[config.mk]
export PLATFORM = sky130hd
export DESIGN_NAME = bstap_top
export DESIGN_NICKNAME = d
export VERILOG_FILES = /design/src/logic/bstap_pkg.sv /design/src/logic/bstap_stream_if.sv /design/src/logic/bstap_fifo.sv /design/src/logic/bstap_top.sv
export SDC_FILE = /design/constraint.sdc
export NUM_CORES = 2
export LEC_CHECK = 0
export BUFFER_PORTS_ARGS = -buffer_cell sky130_fd_sc_hd__buf_2
export CAP_MARGIN = 20
export CORE_ASPECT_RATIO = 0.7
export CORE_MARGIN = 2
export CORE_UTILIZATION = 45
export CTS_BUF_LIST = sky130_fd_sc_hd__clkbuf_4
export DETAILED_ROUTE_END_ITERATION = 16
export GPL_TIMING_DRIVEN = 0
export RECOVER_POWER = 50
export SYNTH_ARGS = -nofsm -noshare
export SYNTH_HDL_FRONTEND = slang
export SYNTH_HIERARCHICAL = 1
export SYNTH_SLANG_ARGS = --single-unit
[constraint.sdc]
create_clock -name i_mclk -period 76.4 [get_ports i_mclk]
set_clock_uncertainty 0.1 [all_clocks]
set_input_delay 3.82 -clock i_mclk [delete_from_list [all_inputs] [get_ports i_mclk]]
set_output_delay 3.82 -clock i_mclk [all_outputs]
set_load 0.03 [all_outputs]
[src/logic/bstap_pkg.sv]
/*
 Constants, opcode table and state types of the boundary-scan test port.
 Assumes one 20 MHz system clock that samples the slower test clock pins.
*/
// Contract
// - instruction register is exactly 10 bits between data in and data out
// - sample/preload captures pin values and preloads an output pattern, pins untouched
// - external test drives pins from the scan register and captures inputs
// - bypass places one flip-flop between data in and data out
// - identification places the 32-bit code register in the serial path
// - code fields: version 4, part 16, maker 11, then one constant bit
// - code bit zero is always one, first bit out
// - fields are listed most significant bit leftmost
// - enhanced variant only: user-code selects 32-bit user register
// - non-enhanced variant only: user-signature selects 16-bit signature register
// - user-signature instruction puts the signature into the serial path on the non-enhanced variant; enhanced decodes it as bypass
// - boundary scan chain length is 480 cells for this size
// - programming instructions are accepted through the test port
package bstap_pkg;
   // ----------------------------------------
   // register lengths
   // ----------------------------------------
   localparam int IR_LEN = 10;
   localparam int BSR_LEN = 480;
   localparam int ID_LEN = 32;
   localparam int UCODE_LEN = 32;
   localparam int USIG_LEN = 16;
   localparam int ISP_LEN = 32;
   localparam int BYP_LEN = 1;
   localparam int SH_LEN = BSR_LEN;
   localparam int SH_IDX_W = 9;
   // ----------------------------------------
   // identification field positions
   // ----------------------------------------
   localparam int ID_VER_POS = 28;
   localparam int ID_PART_POS = 12;
   localparam int ID_MFR_POS = 1;
   localparam logic ID_LSB = 1'b1;
   // arbitrary neutral identity values
   localparam logic [3:0] ID_VERSION = 4'h5;
   localparam logic [15:0] ID_PART = 16'hA5C3;
   localparam logic [10:0] ID_MAKER = 11'h2AB;
   // ----------------------------------------
   // opcode table and capture pattern
   // ----------------------------------------
   localparam logic [IR_LEN-1:0] OP_EXTEST = 10'h000;
   localparam logic [IR_LEN-1:0] OP_SAMPLE = 10'h055;
   localparam logic [IR_LEN-1:0] OP_IDCODE = 10'h059;
   localparam logic [IR_LEN-1:0] OP_USERCODE = 10'h079;
   localparam logic [IR_LEN-1:0] OP_USERSIG = 10'h065;
   localparam logic [IR_LEN-1:0] OP_ISP_ENTER = 10'h2CC;
   localparam logic [IR_LEN-1:0] OP_ISP_DATA = 10'h2F0;
   localparam logic [IR_LEN-1:0] OP_ISP_EXIT = 10'h201;
   localparam logic [IR_LEN-1:0] OP_BYPASS = 10'h3FF;
   localparam logic [IR_LEN-1:0] IR_CAPTURE = 10'h001;
   // ----------------------------------------
   // buffering
   // ----------------------------------------
   localparam int FIFO_WIDTH = 32;
   localparam int FIFO_DEPTH = 8;
   localparam int MCLK_HZ = 20000000;

   typedef enum logic [3:0] {
      TLR, RTI, SEL_DR, CAP_DR, SH_DR, EX1_DR, PAU_DR, EX2_DR, UPD_DR,
      SEL_IR, CAP_IR, SH_IR, EX1_IR, PAU_IR, EX2_IR, UPD_IR
   } bstap_state_type;

   typedef enum logic [3:0] {
      INS_BYPASS, INS_SAMPLE, INS_EXTEST, INS_IDCODE, INS_USERCODE,
      INS_USERSIG, INS_ISP_ENTER, INS_ISP_DATA, INS_ISP_EXIT
   } bstap_instr_type;
endpackage

[src/logic/bstap_stream_if.sv]
/*
 Valid/ready word stream between the port logic and its buffer.
 Assumes both ends run on the same system clock.
*/
`timescale 1ns/10ps
interface bstap_stream_if;
   logic valid;
   logic ready;
   logic [31:0] data;
   modport src (output valid, output data, input ready);
   modport snk (input valid, input data, output ready);
endinterface

[src/logic/bstap_fifo.sv]
/*
 Synchronous FIFO with valid/ready on both sides.
 Assumes one clock and an asynchronous active-high reset.
*/
`timescale 1ns/10ps
module bstap_fifo #(
   parameter int WIDTH = 32,
   parameter int DEPTH = 8
) (
   input wire logic i_mclk,
   input wire logic i_rst,
   bstap_stream_if.snk wr,
   bstap_stream_if.src rd
);
   localparam int AW = $clog2(DEPTH);
   logic [WIDTH-1:0] mem [DEPTH];
   logic [AW-1:0] wp, rp, next_wp, next_rp;
   logic [AW:0] cnt, next_cnt;
   logic do_wr, do_rd;

   // ----------------------------------------
   // pointer arithmetic
   // ----------------------------------------
   // full and empty come from the count, so they are never guessed
   always_comb begin
      do_wr = wr.valid && (cnt != (AW+1)'(DEPTH));
      do_rd = rd.ready && (cnt != '0);
      next_wp = do_wr ? AW'(wp + 1'b1) : wp;
      next_rp = do_rd ? AW'(rp + 1'b1) : rp;
      next_cnt = cnt;
      if (do_wr && !do_rd) begin
         next_cnt = (AW+1)'(cnt + 1'b1);
      end else if (do_rd && !do_wr) begin
         next_cnt = (AW+1)'(cnt - 1'b1);
      end
   end

   // pointer registers
   always_ff @(posedge i_mclk or posedge i_rst) begin
      if (i_rst) begin
         wp <= '0;
         rp <= '0;
         cnt <= '0;
      end else begin
         wp <= next_wp;
         rp <= next_rp;
         cnt <= next_cnt;
      end
   end

   // storage, no reset needed on data
   always_ff @(posedge i_mclk) begin
      if (do_wr) begin
         mem[wp] <= wr.data;
      end
   end

   assign wr.ready = (cnt != (AW+1)'(DEPTH));
   assign rd.valid = (cnt != '0);
   assign rd.data = mem[rp];
endmodule

[src/logic/bstap_top.sv]
/*
 Boundary-scan test access port: state machine, instruction register,
 bypass, identification, user code or signature, boundary chain and a
 programming data path into a FIFO.
 Assumes the test clock and its pins are asynchronous to i_mclk and at
 least four system clocks per test clock phase.
*/
`timescale 1ns/10ps
module bstap_top #(
   parameter bit ENHANCED = 1'b1
) (
   input wire logic i_mclk,
   input wire logic i_rst,
   input wire logic i_tck,
   input wire logic i_tms,
   input wire logic i_tdi,
   output logic o_tdo,
   output logic o_tdo_oe,
   input wire logic [bstap_pkg::BSR_LEN-1:0] i_pin_in,
   output logic [bstap_pkg::BSR_LEN-1:0] o_pin_drive,
   output logic o_extest,
   input wire logic [bstap_pkg::UCODE_LEN-1:0] i_user_code,
   input wire logic [bstap_pkg::USIG_LEN-1:0] i_user_signature,
   output logic o_isp_mode,
   output logic o_isp_valid,
   output logic [bstap_pkg::ISP_LEN-1:0] o_isp_data,
   input wire logic i_isp_ready
);
   import bstap_pkg::*;

   // ----------------------------------------
   // declarations
   // ----------------------------------------
   logic [2:0] tck_sync;
   logic [1:0] tms_sync, tdi_sync;
   logic [BSR_LEN-1:0] pin_s1, pin_s2;
   logic tck_rise, tck_fall, tms, tdi;
   bstap_state_type state, next_state;
   bstap_instr_type instr, next_instr;
   logic [IR_LEN-1:0] ir_sh, next_ir_sh;
   logic [SH_LEN-1:0] sh, next_sh;
   logic [SH_IDX_W-1:0] dr_len;
   logic [BSR_LEN-1:0] next_pin_drive;
   logic next_extest, next_isp_mode, next_tdo, next_tdo_oe;
   logic fill_valid, next_fill_valid;
   logic [ISP_LEN-1:0] fill_data, next_fill_data;
   logic next_isp_valid;
   logic [ISP_LEN-1:0] next_isp_data;
   logic [ID_LEN-1:0] idcode;

   bstap_stream_if fill_if ();
   bstap_stream_if drain_if ();

   // ----------------------------------------
   // helpers
   // ----------------------------------------
   // opcode table; anything unknown or absent on this variant is bypass
   function automatic bstap_instr_type decode(input logic [IR_LEN-1:0] op);
      bstap_instr_type r;
      case (op)
         OP_EXTEST: r = INS_EXTEST;
         OP_SAMPLE: r = INS_SAMPLE;
         OP_IDCODE: r = INS_IDCODE;
         OP_USERCODE: r = ENHANCED ? INS_USERCODE : INS_BYPASS;
         OP_USERSIG: r = ENHANCED ? INS_BYPASS : INS_USERSIG;
         OP_ISP_ENTER: r = INS_ISP_ENTER;
         OP_ISP_DATA: r = INS_ISP_DATA;
         OP_ISP_EXIT: r = INS_ISP_EXIT;
         default: r = INS_BYPASS;
      endcase
      return r;
   endfunction

   // standard state graph of the test access port
   function automatic bstap_state_type tap_next(input bstap_state_type s, input logic m);
      bstap_state_type r;
      case (s)
         TLR: r = m ? TLR : RTI;
         RTI: r = m ? SEL_DR : RTI;
         SEL_DR: r = m ? SEL_IR : CAP_DR;
         CAP_DR: r = m ? EX1_DR : SH_DR;
         SH_DR: r = m ? EX1_DR : SH_DR;
         EX1_DR: r = m ? UPD_DR : PAU_DR;
         PAU_DR: r = m ? EX2_DR : PAU_DR;
         EX2_DR: r = m ? UPD_DR : SH_DR;
         UPD_DR: r = m ? SEL_DR : RTI;
         SEL_IR: r = m ? TLR : CAP_IR;
         CAP_IR: r = m ? EX1_IR : SH_IR;
         SH_IR: r = m ? EX1_IR : SH_IR;
         EX1_IR: r = m ? UPD_IR : PAU_IR;
         PAU_IR: r = m ? EX2_IR : PAU_IR;
         EX2_IR: r = m ? UPD_IR : SH_IR;
         UPD_IR: r = m ? SEL_DR : RTI;
         default: r = TLR;
      endcase
      return r;
   endfunction

   // length of the data register that the instruction selects
   function automatic logic [SH_IDX_W-1:0] len_of(input bstap_instr_type ins);
      logic [SH_IDX_W-1:0] r;
      case (ins)
         INS_SAMPLE, INS_EXTEST: r = SH_IDX_W'(BSR_LEN);
         INS_IDCODE: r = SH_IDX_W'(ID_LEN);
         INS_USERCODE: r = SH_IDX_W'(UCODE_LEN);
         INS_USERSIG: r = SH_IDX_W'(USIG_LEN);
         INS_ISP_DATA: r = SH_IDX_W'(ISP_LEN);
         default: r = SH_IDX_W'(BYP_LEN);
      endcase
      return r;
   endfunction

   // msb-first field order, constant one in bit zero
   assign idcode = {ID_VERSION, ID_PART, ID_MAKER, ID_LSB};
   assign dr_len = len_of(instr);

   // ----------------------------------------
   // pin synchronisers
   // ----------------------------------------
   // edges are found only after two flops, so a slow test clock is safe
   always_ff @(posedge i_mclk or posedge i_rst) begin
      if (i_rst) begin
         tck_sync <= '0;
         tms_sync <= 2'h3;
         tdi_sync <= 2'h3;
         pin_s1 <= '0;
         pin_s2 <= '0;
      end else begin
         tck_sync <= {tck_sync[1:0], i_tck};
         tms_sync <= {tms_sync[0], i_tms};
         tdi_sync <= {tdi_sync[0], i_tdi};
         pin_s1 <= i_pin_in;
         pin_s2 <= pin_s1;
      end
   end

   assign tck_rise = tck_sync[1] && !tck_sync[2];
   assign tck_fall = !tck_sync[1] && tck_sync[2];
   assign tms = tms_sync[1];
   assign tdi = tdi_sync[1];

   // ----------------------------------------
   // port state, scan paths and updates
   // ----------------------------------------
   // port work happens on the sampled test clock rising edge, output on fall; a taken word clears on any clock
   always_comb begin
      next_state = state;
      next_instr = instr;
      next_ir_sh = ir_sh;
      next_sh = sh;
      next_pin_drive = o_pin_drive;
      next_extest = o_extest;
      next_isp_mode = o_isp_mode;
      next_tdo = o_tdo;
      next_tdo_oe = o_tdo_oe;
      next_fill_valid = fill_valid;
      next_fill_data = fill_data;
      // a pending word leaves once the buffer takes it
      if (fill_valid && fill_if.ready) begin
         next_fill_valid = 1'b0;
      end
      if (tck_rise) begin
         next_state = tap_next(state, tms);
         case (state)
            TLR: begin
               next_instr = INS_IDCODE;
               next_extest = 1'b0;
               next_isp_mode = 1'b0;
            end
            CAP_IR: begin
               next_ir_sh = IR_CAPTURE;
            end
            SH_IR: begin
               next_ir_sh = {tdi, ir_sh[IR_LEN-1:1]};
            end
            UPD_IR: begin
               next_instr = decode(ir_sh);
               next_extest = (decode(ir_sh) == INS_EXTEST);
               if (decode(ir_sh) == INS_ISP_ENTER) begin
                  next_isp_mode = 1'b1;
               end else if (decode(ir_sh) == INS_ISP_EXIT) begin
                  next_isp_mode = 1'b0;
               end
            end
            CAP_DR: begin
               next_sh = '0;
               case (instr)
                  INS_SAMPLE, INS_EXTEST: next_sh = pin_s2;
                  INS_IDCODE: next_sh[ID_LEN-1:0] = idcode;
                  INS_USERCODE: next_sh[UCODE_LEN-1:0] = i_user_code;
                  INS_USERSIG: next_sh[USIG_LEN-1:0] = i_user_signature;
                  // master polls this bit before sending the next word
                  INS_ISP_DATA: next_sh[0] = !fill_valid;
                  default: next_sh[0] = 1'b0;
               endcase
            end
            SH_DR: begin
               next_sh = {1'b0, sh[SH_LEN-1:1]};
               next_sh[SH_IDX_W'(dr_len - 1'b1)] = tdi;
            end
            UPD_DR: begin
               // preload changes pins only once external test takes over
               if (instr == INS_SAMPLE || instr == INS_EXTEST) begin
                  next_pin_drive = sh;
               end
               // a word arriving while one is pending is dropped
               if (instr == INS_ISP_DATA && o_isp_mode && !fill_valid) begin
                  next_fill_valid = 1'b1;
                  next_fill_data = sh[ISP_LEN-1:0];
               end
            end
            default: begin
               next_sh = sh;
            end
         endcase
      end
      // output changes half a test clock after the shift edge
      if (tck_fall) begin
         next_tdo_oe = (state == SH_DR) || (state == SH_IR);
         next_tdo = (state == SH_IR) ? ir_sh[0] : sh[0];
      end
   end

   // port registers
   always_ff @(posedge i_mclk or posedge i_rst) begin
      if (i_rst) begin
         state <= TLR;
         instr <= INS_IDCODE;
         ir_sh <= IR_CAPTURE;
         sh <= '0;
         o_pin_drive <= '0;
         o_extest <= 1'b0;
         o_isp_mode <= 1'b0;
         o_tdo <= 1'b0;
         o_tdo_oe <= 1'b0;
         fill_valid <= 1'b0;
         fill_data <= '0;
      end else begin
         state <= next_state;
         instr <= next_instr;
         ir_sh <= next_ir_sh;
         sh <= next_sh;
         o_pin_drive <= next_pin_drive;
         o_extest <= next_extest;
         o_isp_mode <= next_isp_mode;
         o_tdo <= next_tdo;
         o_tdo_oe <= next_tdo_oe;
         fill_valid <= next_fill_valid;
         fill_data <= next_fill_data;
      end
   end

   // ----------------------------------------
   // programming data buffer
   // ----------------------------------------
   assign fill_if.valid = fill_valid;
   assign fill_if.data = fill_data;

   bstap_fifo #(
      .WIDTH(FIFO_WIDTH),
      .DEPTH(FIFO_DEPTH)
   ) u_fifo (
      .i_mclk(i_mclk),
      .i_rst(i_rst),
      .wr(fill_if.snk),
      .rd(drain_if.src)
   );

   // ----------------------------------------
   // registered output stage
   // ----------------------------------------
   // costs one system clock of latency but keeps the outputs straight from flops
   assign drain_if.ready = !o_isp_valid || i_isp_ready;

   always_comb begin
      next_isp_valid = o_isp_valid;
      next_isp_data = o_isp_data;
      if (drain_if.ready) begin
         next_isp_valid = drain_if.valid;
         if (drain_if.valid) begin
            next_isp_data = drain_if.data;
         end
      end
   end

   // output stage registers
   always_ff @(posedge i_mclk or posedge i_rst) begin
      if (i_rst) begin
         o_isp_valid <= 1'b0;
         o_isp_data <= '0;
      end else begin
         o_isp_valid <= next_isp_valid;
         o_isp_data <= next_isp_data;
      end
   end
endmodule

==> flow_summary.json <==
{
  "tritoncts": "done",
  "critPathSlowestCell": "clkbuf_1",
  "required_ps": 77630,
  "crit_family": "buffers and inverters",
  "crit_start": "i_rst",
  "yosys.cell_types.count": 62,
  "stdcell_count": 9946,
  "ys_async_sr_fraction_pct": 88.8,
  "cp_max_fo": 132,
  "numCtsBuffers": 564,
  "wl_per_cell_um": 22.9,
  "overflow": 0,
  "core_area_um2": 174000,
  "setup_viol": 0,
  "layout_commonest_cell": "dfrtp_1",
  "start_util_pct": 45.4,
  "min_period_ps": 10660,
  "rsz0062_at_grt": "no",
  "maxCapViolCount": 9,
  "post-place-cells": 8923,
  "ctsResizeCount": 0,
  "drt_iter0_markers": 3848,
  "grt_pass1_wl_um": 335000,
  "synth_nets": 6042,
  "pre_cts_ws_ps": 69300,
  "synth_top_area_share_pct": 63.9,
  "drc": 0,
  "drive_gt1_share_pct": 32.4,
  "hold_start": "pin_s1[300]",
  "start_kind": "primary input",
  "worstSkewPairLatency_ps": 1290,
  "p_leak_nw": 43.6,
  "fp-row-count": 128,
  "antenna_found_initial": 128,
  "finalNetCount": 7694,
  "synth.avg_cell_area_um2": 14.4,
  "cpMostUsedCell": "buf_16",
  "drt-total-wl_um": 228000,
  "port_buffers": 1050,
  "yosys_most_used_dff": "dfrtp_1",
  "postCtsSetupBuffers": 0,
  "crit_buf_inv": 7,
  "hold_buffers": 0,
  "htreeDepth": 6,
  "hold_violations": 0,
  "worst_pin_slew_ps": 5950,
  "ant_nets": 0,
  "die_y_um": 355,
  "fin_total_pwr_w": 0.00319,
  "ys_ff_latch": 2281,
  "syn_to_final_growth_pct": 19.7,
  "fin_setup_tns_ps": 0,
  "firstDrtPassIters": 6,
  "dieArea_um2": 179000,
  "gp_congestion": 0.860,
  "synth_top_cell_by_area": "dfrtp_1",
  "ir_worst_vdd_v": 0.0000184,
  "cp_cell_sequence": "clkbuf_1 -> clkinvlp_2 -> clkbuf_1 -> buf_16 -> buf_16 -> buf_16 -> buf_16",
  "r2r-start": "instr[0]",
  "clock_path_buffers": 4,
  "ys_warn_count": 6,
  "relSlewSlack_pct": -296,
  "whs_ps": 208,
  "period_share_pct": 13.9,
  "via_per_inst": 5.22,
  "cts_sinks": 2281,
  "ios": 1051,
  "failed_checks": "max-capacitance violations, max-slew violations",
  "grt_max_degree": 136,
  "min_path_type": "reg -> reg",
  "status": "finished, violations left",
  "cp_data_arrival_time_ps": 11880,
  "clk_pin_slew_ps": 70,
  "maxSlewViolCount": 301,
  "yosysSeqAreaShare_pct": 73.8,
  "track_usage_pct": 25.2,
  "fmax_mhz": 93.8,
  "worst_slack_ps": 65740,
  "vias": 51900,
  "cts_root_buffer": "clkbuf_4",
  "power.density_nw_per_um2": 33.7,
  "grt_pass1_vias": 52600,
  "synth.area.top_cells": "dfrtp_1 64%, edfxtp_1 9.7%, mux2_2 5.4%",
  "slowest_delay_ps": 4210,
  "final_cell_mix": "2018 x dfrtp_1, 1120 x buf_2, 835 x clkbuf_4",
  "fp.dieW_um": 505,
  "dpl.hpwl_um": 163000,
  "crit_type": "in -> async",
  "syn_area_um2": 79100,
  "end_kind": "asynchronous set/reset pin",
  "syn_inst": 5499,
  "synth-edff-count": 256
}
path summary, 6_finish.rpt:
kind	to	slack, ps	cells after the start
setup / recovery	pin_s2[170]	65740	7
hold / removal	pin_s2[300]	210	0
setup reg to reg	o_pin_drive[33]	71560	8
hold reg to reg	pin_s2[300]	210	0
max in group i_mclk	o_pin_drive[87]	70510	1
min in group asynchronous	u_fifo/rp[0]	2550	2
cell usage after synthesis, drive strengths merged, types with 4 or more instances:
master and number:
nor3 11, xnor2 7, mux2 579, o21ai 66, clkbuf 162, buf 207, mux2i 15, a222oi 7
mux4 64, a22oi 7, inv 14, nor2 485, dfrtp 2018, edfxtp 256, a32oi 8, dfstp 7
nand2 503, a21oi 74, nand3 469, nand3b 4, ha 8, o22a 4, nand2b 9, o21a 16
a31oi 447
cell type report:
type | count | area, um2
Inverter | 14 | 53.8
Tap cell | 2340 | 2930
Antenna cell | 77 | 193
Multi-Input combinational cell | 2835 | 18800
Clock inverter | 109 | 638
Fill cell | 15100 | 79600
Sequential cell | 2281 | 58400
Buffer | 369 | 1610
Timing Repair Buffer | 1086 | 5730
Clock buffer | 835 | 6270
power by group:
group	internal (W)	switching (W)	total (W)
Sequential	0.00142	0.000145	0.00156
Clock	0.000524	0.000474	0.000998
Combinational	0.000208	0.000420	0.000628
Total	0.00215	0.00104	0.00319
per-layer routing:
| metal | GRT usage (%) | share of wire (%) | vias up |
|---|---|---|---|
| met1 | 32.3 | 40 | 26200 |
| met2 | 38.2 | 47 | 2006 |
| met3 | 7.94 | 7.7 | 605 |
| met5 | 0 | 0.15 | - |
| met4 | 14.1 | 5.2 | 56 |
| li1 | - | - | 23000 |
sequential cells by signal (all words and copies together) (netlist names):
name	flops
fill_data	32
u_fifo/mem	256
sh	480
o_isp_data	32
tdi_sync	2
o_extest	1
fill_if.valid	1
tms_sync	2
o_tdo_oe	1
u_fifo/wp	3
u_fifo/cnt	4
o_isp_mode	1
tck_sync	3
o_tdo	1
u_fifo/rp	3
ir_sh	10
pin_s2	480
instr	4
state	4
o_isp_valid	1
o_pin_drive	480
pin_s1	480
per-stage QoR:
stage / utilization, % / area (um2)
CTS: 54.5 / 95000
detailed placement: 50.5 / 88100
global route: 54.3 / 94600
finish: 54.3 / 94600
floorplan: - / 79100
global placement: 50.1 / 87300
logic make-up after synthesis:
kind of cell / Yosys count / share of synthesized area (%)
buffers and inverters: 383 / 2.37
adder cells (fa/ha/maj): 9 / 0.152
XOR/XNOR: 9 / 0.109
flip-flops: 2281 / 73.8
multiplexers: 658 / 10.4
AO/OA/AOI/OAI: 651 / 5.10
AND/OR/NAND/NOR: 1508 / 8.09
Note: power is estimated with default switching activity, not from simulation.
